===== src/verilog/clt_pkg.sv =====
// Purpose: constants for the cathode, luminance and temperature register bank
// Assumes: registers reached on a byte-wide internal port of the serial link
// Notes:   offsets are the printed register addresses
// Function
// - bit 7 skips converter soft-start
// - bits 6-4 select converter clock duty
// - bits 3-2 select converter clock frequency
// - bits 1-0 select soft-start duration
// - pixel voltage ceiling code, reset 0Dh
// - manual level fixes output in modes 01/10
// - reference current coarse plus fine fields
// - dimming 1 percent per step, reset 1
// - dimming acts only in mode 00
// - temperature slope divider 6 bits, reset 17h
// - temperature offset 8 bits, reset 3Ah
// - temperature refresh every N+1 frames
// - supply mode 00 auto, 01 clamped, 10 manual
// - conversions stored in 8-bit read-only readout
package clt_pkg;
  // ==========================================================
  // register offsets
  localparam logic [7:0] OFF_CONV_CTRL   = 8'h0F;
  localparam logic [7:0] OFF_PIX_CEIL    = 8'h10;
  localparam logic [7:0] OFF_MAN_LEVEL   = 8'h11;
  localparam logic [7:0] OFF_REF_CUR     = 8'h12;
  localparam logic [7:0] OFF_DIMMING     = 8'h13;
  localparam logic [7:0] OFF_TSLOPE      = 8'h14;
  localparam logic [7:0] OFF_TOFFSET     = 8'h15;
  localparam logic [7:0] OFF_TINTERVAL   = 8'h16;
  localparam logic [7:0] OFF_TREADING    = 8'h17;
  // ==========================================================
  // reset values
  localparam logic [7:0] RST_CONV_CTRL   = 8'h3D;
  localparam logic [7:0] RST_PIX_CEIL    = 8'h0D;
  localparam logic [7:0] RST_MAN_LEVEL   = 8'h51;
  localparam logic [7:0] RST_REF_CUR     = 8'h00;
  localparam logic [6:0] RST_DIMMING     = 7'h01;
  localparam logic [5:0] RST_TSLOPE      = 6'h17;
  localparam logic [7:0] RST_TOFFSET     = 8'h3A;
  localparam logic [7:0] RST_TINTERVAL   = 8'hFF;
  // ==========================================================
  // field positions in the converter control and reference current registers
  localparam int BIT_SS_BYPASS = 7;
  localparam int DUTY_LSB      = 4;
  localparam int FREQ_LSB      = 2;
  localparam int SS_LSB        = 0;
  localparam int COARSE_LSB    = 5;
  // ==========================================================
  // converter supply modes
  typedef enum logic [1:0] {
    CLT_MODE_AUTO    = 2'b00,
    CLT_MODE_CLAMPED = 2'b01,
    CLT_MODE_MANUAL  = 2'b10,
    CLT_MODE_RSVD    = 2'b11
  } clt_mode_t;
endpackage


===== src/verilog/clt_temp_if.sv =====
`timescale 1ns/1ps
// Purpose: carries temperature sensor controls between bank and scheduler
// Assumes: one clock domain
// Notes:   none
interface clt_temp_if;
  logic [7:0] interval;   // frames per update minus one
  logic       frame_tick; // one pulse per video frame
  logic       sample;     // conversion request pulse
  modport bank  (output interval, output frame_tick, input sample);
  modport sched (input interval, input frame_tick, output sample);
endinterface


===== src/verilog/clt_temp_sched.sv =====
`timescale 1ns/1ps
// Purpose: requests a temperature conversion every interval+1 frames
// Assumes: frame_tick is a single-cycle pulse
// Notes:   interval change takes effect at the next frame_tick compare
module clt_temp_sched (
  input wire logic  mclk,         // device clock
  input wire logic  nrst,         // async reset, active low
  clt_temp_if.sched tif           // link to register bank
);
  logic [7:0] frame_cnt;
  // ==========================================================
  // frame counter, pulses sample on the (N+1)th frame
  always_ff @(posedge mclk or negedge nrst) begin
    if (!nrst) begin
      frame_cnt  <= 8'h00;
      tif.sample <= 1'b0;
    end else begin
      tif.sample <= 1'b0;
      if (tif.frame_tick) begin
        if (frame_cnt >= tif.interval) begin
          frame_cnt  <= 8'h00;
          tif.sample <= 1'b1;
        end else begin
          frame_cnt <= frame_cnt + 8'h01;
        end
      end
    end
  end
endmodule


===== src/verilog/clt_regs.sv =====
`timescale 1ns/1ps
// Purpose: cathode converter, luminance and temperature sensor registers
// Assumes: byte write strobe and register offset from the serial control port decoder; reads need no strobe
// Notes:   analog circuits sit outside; fields are driven out as codes
module clt_regs (
  input  wire logic       mclk,           // device clock, 125 MHz
  input  wire logic       nrst,           // async reset, active low
  input  wire logic [7:0] reg_addr,       // register offset
  input  wire logic       reg_wr,         // write strobe
  input  wire logic [7:0] reg_wdata,      // write data
  output logic      [7:0] reg_rdata,      // read data
  output logic            reg_hit,        // address belongs to this bank
  input  wire logic [1:0] converter_supply_mode, // mode from mode register
  input  wire logic       frame_start,    // one pulse per video frame
  input  wire logic       temp_done,      // conversion finished pulse
  input  wire logic [7:0] temp_code,      // converted temperature
  output logic            temp_sample,    // conversion request pulse
  output logic            softstart_en,   // converter soft-start active
  output logic      [2:0] converter_clk_duty, // duty code 0..7
  output logic      [1:0] converter_clk_freq, // frequency code
  output logic      [1:0] softstart_duration, // soft-start time code
  output logic      [7:0] pixel_voltage_ceiling, // ceiling code
  output logic      [7:0] manual_level,   // manual inverter level
  output logic            manual_level_en, // manual level applies
  output logic      [2:0] refcur_coarse,  // coarse current code
  output logic      [4:0] refcur_fine,    // fine current in 1/32
  output logic      [6:0] dimming_code,   // effective dimming percent
  output logic      [5:0] temp_slope_divider, // sensor slope divider
  output logic      [7:0] temp_offset_adjust  // sensor offset
);
  logic [7:0] cathode_converter_control;
  logic [7:0] manual_cathode_level;
  logic [7:0] array_reference_current;
  logic [6:0] dimming_level;
  logic [7:0] temp_update_interval;
  logic [7:0] temp_reading;
  logic [7:0] next_rdata;
  clt_temp_if tif ();

  // ==========================================================
  // write decode helper
  function automatic logic wr_at(input logic [7:0] off);
    wr_at = reg_wr && (reg_addr == off);
  endfunction

  // ==========================================================
  // converter control and level registers
  always_ff @(posedge mclk or negedge nrst) begin
    if (!nrst) begin
      cathode_converter_control <= clt_pkg::RST_CONV_CTRL;
      pixel_voltage_ceiling     <= clt_pkg::RST_PIX_CEIL;
      manual_cathode_level      <= clt_pkg::RST_MAN_LEVEL;
    end else begin
      if (wr_at(clt_pkg::OFF_CONV_CTRL)) begin
        cathode_converter_control <= reg_wdata;
      end
      if (wr_at(clt_pkg::OFF_PIX_CEIL)) begin
        pixel_voltage_ceiling <= reg_wdata;
      end
      if (wr_at(clt_pkg::OFF_MAN_LEVEL)) begin
        manual_cathode_level <= reg_wdata;
      end
    end
  end

  // ==========================================================
  // luminance registers
  always_ff @(posedge mclk or negedge nrst) begin
    if (!nrst) begin
      array_reference_current <= clt_pkg::RST_REF_CUR;
      dimming_level           <= clt_pkg::RST_DIMMING;
    end else begin
      if (wr_at(clt_pkg::OFF_REF_CUR)) begin
        array_reference_current <= reg_wdata;
      end
      if (wr_at(clt_pkg::OFF_DIMMING)) begin
        dimming_level <= reg_wdata[6:0];
      end
    end
  end

  // ==========================================================
  // temperature sensor registers
  always_ff @(posedge mclk or negedge nrst) begin
    if (!nrst) begin
      temp_slope_divider   <= clt_pkg::RST_TSLOPE;
      temp_offset_adjust   <= clt_pkg::RST_TOFFSET;
      temp_update_interval <= clt_pkg::RST_TINTERVAL;
    end else begin
      if (wr_at(clt_pkg::OFF_TSLOPE)) begin
        temp_slope_divider <= reg_wdata[5:0];
      end
      if (wr_at(clt_pkg::OFF_TOFFSET)) begin
        temp_offset_adjust <= reg_wdata;
      end
      if (wr_at(clt_pkg::OFF_TINTERVAL)) begin
        temp_update_interval <= reg_wdata;
      end
    end
  end

  // ==========================================================
  // read-only temperature readout, loaded on conversion end
  always_ff @(posedge mclk or negedge nrst) begin
    if (!nrst) begin
      temp_reading <= 8'h00;
    end else if (temp_done) begin
      temp_reading <= temp_code;
    end
  end

  // ==========================================================
  // field decode to the analog side
  always_comb begin
    softstart_en       = ~cathode_converter_control[clt_pkg::BIT_SS_BYPASS];
    converter_clk_duty = cathode_converter_control[clt_pkg::DUTY_LSB +: 3];
    converter_clk_freq = cathode_converter_control[clt_pkg::FREQ_LSB +: 2];
    softstart_duration = cathode_converter_control[clt_pkg::SS_LSB +: 2];
  end
  // fields above; duty code 7 is passed unmodified

  // mode-dependent selection of manual level and dimming
  always_comb begin
    manual_level    = manual_cathode_level;
    manual_level_en = 1'b0;
    dimming_code    = 7'h00;
    case (clt_pkg::clt_mode_t'(converter_supply_mode))
      clt_pkg::CLT_MODE_AUTO: begin
        dimming_code = dimming_level;
      end
      clt_pkg::CLT_MODE_CLAMPED: begin
        manual_level_en = 1'b1;
      end
      clt_pkg::CLT_MODE_MANUAL: begin
        manual_level_en = 1'b1;
      end
      default: begin
        manual_level_en = 1'b0;
      end
    endcase
  end

  // reference current split into coarse and fine
  always_comb begin
    refcur_coarse = array_reference_current[clt_pkg::COARSE_LSB +: 3];
    refcur_fine   = array_reference_current[4:0];
  end

  // ==========================================================
  // read mux, registered data
  always_comb begin
    next_rdata = 8'h00;
    reg_hit    = 1'b1;
    case (reg_addr)
      clt_pkg::OFF_CONV_CTRL: next_rdata = cathode_converter_control;
      clt_pkg::OFF_PIX_CEIL:  next_rdata = pixel_voltage_ceiling;
      clt_pkg::OFF_MAN_LEVEL: next_rdata = manual_cathode_level;
      clt_pkg::OFF_REF_CUR:   next_rdata = array_reference_current;
      clt_pkg::OFF_DIMMING:   next_rdata = {1'b0, dimming_level};
      clt_pkg::OFF_TSLOPE:    next_rdata = {2'b00, temp_slope_divider};
      clt_pkg::OFF_TOFFSET:   next_rdata = temp_offset_adjust;
      clt_pkg::OFF_TINTERVAL: next_rdata = temp_update_interval;
      clt_pkg::OFF_TREADING:  next_rdata = temp_reading;
      default:                reg_hit    = 1'b0;
    endcase
  end

  // read data register, returns the addressed register one cycle later
  always_ff @(posedge mclk or negedge nrst) begin
    if (!nrst) begin
      reg_rdata <= 8'h00;
    end else begin
      reg_rdata <= next_rdata;
    end
  end

  // ==========================================================
  // temperature update scheduling
  assign tif.interval   = temp_update_interval;
  assign tif.frame_tick = frame_start;
  assign temp_sample    = tif.sample;

  clt_temp_sched u_sched (
    .mclk (mclk),
    .nrst (nrst),
    .tif  (tif)
  );
endmodule


===== config.mk =====
export PLATFORM = sky130hd
export DESIGN_NAME = clt_regs
export DESIGN_NICKNAME = d
export VERILOG_FILES = /design/src/verilog/clt_pkg.sv /design/src/verilog/clt_temp_if.sv /design/src/verilog/clt_temp_sched.sv /design/src/verilog/clt_regs.sv
export SDC_FILE = /design/constraint.sdc
export NUM_CORES = 1
export LEC_CHECK = 0
export BUFFER_PORTS_ARGS = -buffer_cell sky130_fd_sc_hd__buf_2
export CORE_UTILIZATION = 49
export DETAILED_ROUTE_END_ITERATION = 7
export PLACE_DENSITY = 0.76
export SLEW_MARGIN = 10
export SYNTH_ARGS = -nofsm -noshare
export SYNTH_HDL_FRONTEND = slang
export SYNTH_SLANG_ARGS = --single-unit

===== constraint.sdc =====
create_clock -name mclk -period 1.69 [get_ports mclk]
set_input_delay 0.169 -clock mclk [delete_from_list [all_inputs] [get_ports mclk]]
set_output_delay 0.169 -clock mclk [all_outputs]
set_load 0.005 [all_outputs]

==> key figures <==
Setup path
  – Crit-path max FO: 6
  – Slowest CP cell: dfstp_2
  – Worst R2R End: u_sched.frame_cnt[0]
  – CP arrival: 2.06 ns
  – Worst Path Required: 1.95 ns
  – CP Class: reg -> reg
  – R2R Setup Slk: -0.10 ns
  – CP peak stage delay: around 0.55 ns
  – Critical Path Start Type: flip-flop
  – Worst r2r src: temp_update_interval[3]
  – Worst-path cell chain: inv_2, ha_4, o211ai_1, nor2_2, a21oi_2, buf_6, nand2_4, mux2i_1
  – R2R depth: 8
  – Crit end category: flip-flop

STA
  – Fin worst setup slack: -0.102 ns
  – Period utilization: 1.06
  – Slew Viols, Final: 0
  – # setup viols final: 5
  – Worst Max-Slew Pin Slew: between 0.4 and 0.5 ns
  – Max Clock Freq: ~560 MHz
  – Slew HR: 0.703
  – RSZ-0062 raised after global routing: true
  – Clock Skew: approximately 0.010 ns
  – Final hold vios: 0
  – Tmin final: about 1.8 ns

Placed design
  – Gp weighted congestion: about 0.88
  – Cell Area, Placed: between 0.005 and 0.006 mm²
  – Final HPWL DP: roughly 7.8 mm
  – Port Buffers: 94
  – Placed Instances: approximately 560
  – Pre-CTS WS: -0.248 ns

Finish
  – Share of cells above drive strength 1: 0.569
  – Post-Layout Inst Area: around 0.0054 mm²
  – Fillers: between 600 and 700
  – Post-Layout Cell Count: between 500 and 600
  – Layout Nets: about 500
  – Antenna Cells: 0
  – Fin util: 0.644
  – Area growth syn-to-layout: 25.7%

GRT
  – Vias in the first global route: 3,343
  – Global-route wire length before repair: approximately 17 mm
  – Initial antenna violation count: 0
  – Total GRT Usage: 0.253
  – Grt ovf: 0
  – Largest net degree at the start of global routing: between 80 and 90

Clocking
  – Reg clk slew, reported paths: 0.09 ns
  – Max H-tree Level: 3
  – CTS tree: done
  – CTS Root Cell: clkbuf_8
  – CTS Buffer Depth: 2
  – Clock buffer count from CTS: 9
  – CTS sink cnt: 86
  – Clk_lat worst skew: around 0.36 ns

Floorplan
  – Cell Rows: 33
  – Die width: ~95 µm
  – Top Ports: between 90 and 100
  – Die height: roughly 95 µm
  – Die area: between 0.009 and 0.01 mm²
  – Initial Util: 0.513
  – Core area: between 0.008 and 0.009 mm²

Synth
  – Avg Inst Size Synth: about 12 µm²
  – Synth warnings: 0
  – Syn Nets: around 400
  – Count leader, synth: mux2_2
  – Number of synthesized flops with an enable pin: 0
  – Synth area leader: dfrtp_1
  – Top-area cell type share of the netlist area: 0.339
  – Synth Instances: about 350
  – Fraction of registers with async set or reset after synthesis: 1.00
  – Seq/Total Area, Yosys: 0.512
  – Post-synth cell types: a little under 50
  – Largest cells by area after synthesis: dfrtp_1 (34%), mux2_2 (19%), dfstp_2 (17%)
  – Dominant synthesized flop cell: dfrtp_1
  – Post-synth top cells: mux2_2 (73), dfrtp_1 (58), dfstp_2 (28)
  – Synth Register Bits: 86
  – Post-Syn Area: 0.00428 mm²

Status
  – Status: finished, violations left
  – Violated checks: setup timing

Run
  – Number of max-cap violations: 0

Routing
  – ANT nets after route: 0
  – WL final: between 10 and 15 mm
  – Drt drc: 0
  – Vias: 3,297
  – Via density per instance: ~5.7
  – DRT iter0 DRCs: ~170
  – Pre-antenna DRT Iters: 4
  – Routed WL per cell: 18.8 µm

Hold path
  – Worst hold path endpoint: temp_reading[1]
  – Hold Crit Depth: 2
  – Worst hold start: temp_code[1]
  – Worst hold path type: in -> reg

Power and ir drop
  – Clock power frac: 0.333
  – Share of power burned in registers: 0.493
  – Net Sw Frac: 0.265
  – PwrDens: about 870 mW/mm²
  – Max IR drop VDD: a little under 0.5 mV
  – Int Pwr: around 3.4 mW
  – Pleak: ~2.7 nW
  – Logic pwr share: 0.175
  – Total Power: between 4 and 5 mW
  – Switching pwr: around 1.2 mW
==> through the flow <==
step | TNS [ns] | hold WS (ns)
final | -0.296 | 0.0419
after CTS | 0 | 0.0345
after detailed placement | -1.46 | 0.241
after floorplan | 0 | -0.127
after global placement | -0.470 | 0.234
after global routing | -0.897 | 0.0347
==> cell families after synthesis <==
| group | share of synthesized area |
|---|---|
| adders and majority gates | 0.0293 |
| xor gates and xnor gates | 0.00615 |
| muxes | 0.227 |
| buffers and inverters | 0.0383 |
| AOI/OAI and AO/OA | 0.0758 |
| DFF | 0.512 |
| and+or+nand+nor | 0.112 |
==> flip-flops by register name, indices dropped and copies added, names as in the netlist <==
register	count
array_reference_current	8
cathode_converter_control	8
dimming_level	7
manual_level	8
pixel_voltage_ceiling	8
reg_rdata	8
temp_offset_adjust	8
temp_reading	8
temp_slope_divider	6
temp_update_interval	8
u_sched.frame_cnt	8
u_sched.tif.sample	1
==> worst max-delay path: cells and delay by family, from the launching register on <==
kind | cells | cell delay [ns]
AO/OA/AOI/OAI | 2 | 0.41
adder cells (fa/ha/maj) | 1 | 0.23
buffers and inverters | 2 | 0.20
flip-flops | 1 | 0.55
multiplexers | 1 | 0.18
AND/OR/NAND/NOR | 2 | 0.12
==> power by group through the flow <==
stage               registers [mW]  clock network, mW  logic (mW)
global route                  2.32               1.66       0.903
finish                        2.30               1.55       0.815
global placement              2.33                  0       0.659
CTS                           2.30               1.57       0.788
detailed placement            2.34                  0       0.686
floorplan                     2.32                  0       0.370
==> worst max path at each step <==
stage	start	end	cells after the start	slack, ns
2_1_floorplan	temp_update_interval[2]	u_sched.frame_cnt[3]	7	0.009
3_3_place_gp	temp_update_interval[2]	u_sched.frame_cnt[3]	7	-0.11
3_5_place_dp	temp_update_interval[2]	u_sched.frame_cnt[0]	7	-0.25
4_1_cts	temp_update_interval[5]	u_sched.frame_cnt[4]	8	0.004
5_1_grt	temp_update_interval[3]	u_sched.frame_cnt[0]	8	-0.17
6_report	temp_update_interval[3]	u_sched.frame_cnt[0]	8	-0.10
==> routing by layer <==
layer	global-route usage	vias to the layer above	routed length [µm]
met1	0.325	1634	4680
li1	-	1500	-
met4	0.106	0	293
met3	0.0566	25	750
met2	0.413	138	5170
met5	0	-	0
==> layout by cell type, fill, tap and decap left out, types with 11 or more instances in the layout <==
master / instances
a22oi_1: 11
o21ai_0: 13
buf_4: 34
nor2_1: 14
mux2_2: 73
buf_2: 93
dfrtp_1: 58
inv_1: 15
nand2_1: 13
dfstp_2: 28
==> repair_timing <==
item / 4_1_cts / 5_1_grt
pin swaps: 7 / 5
gates resized for setup: 12 / 11
setup buffers: 4 / 1
endpoints found under the hold margin: 58 / 0
hold buffers: 1 / 0
endpoints found under the setup margin: 9 / 10
==> area by class of cell <==
cell class                      instances  area, µm²  area share
Inverter                               17       63.8      0.0119
Clock inverter                          4       72.6      0.0135
Clock buffer                           12        135      0.0251
Tap cell                              105        131      0.0244
Sequential cell                        86       2190       0.407
Multi-Input combinational cell        227       2020       0.376
Timing Repair Buffer                  130        762       0.142
No activity file was read; power rests on OpenSTA's default activity.
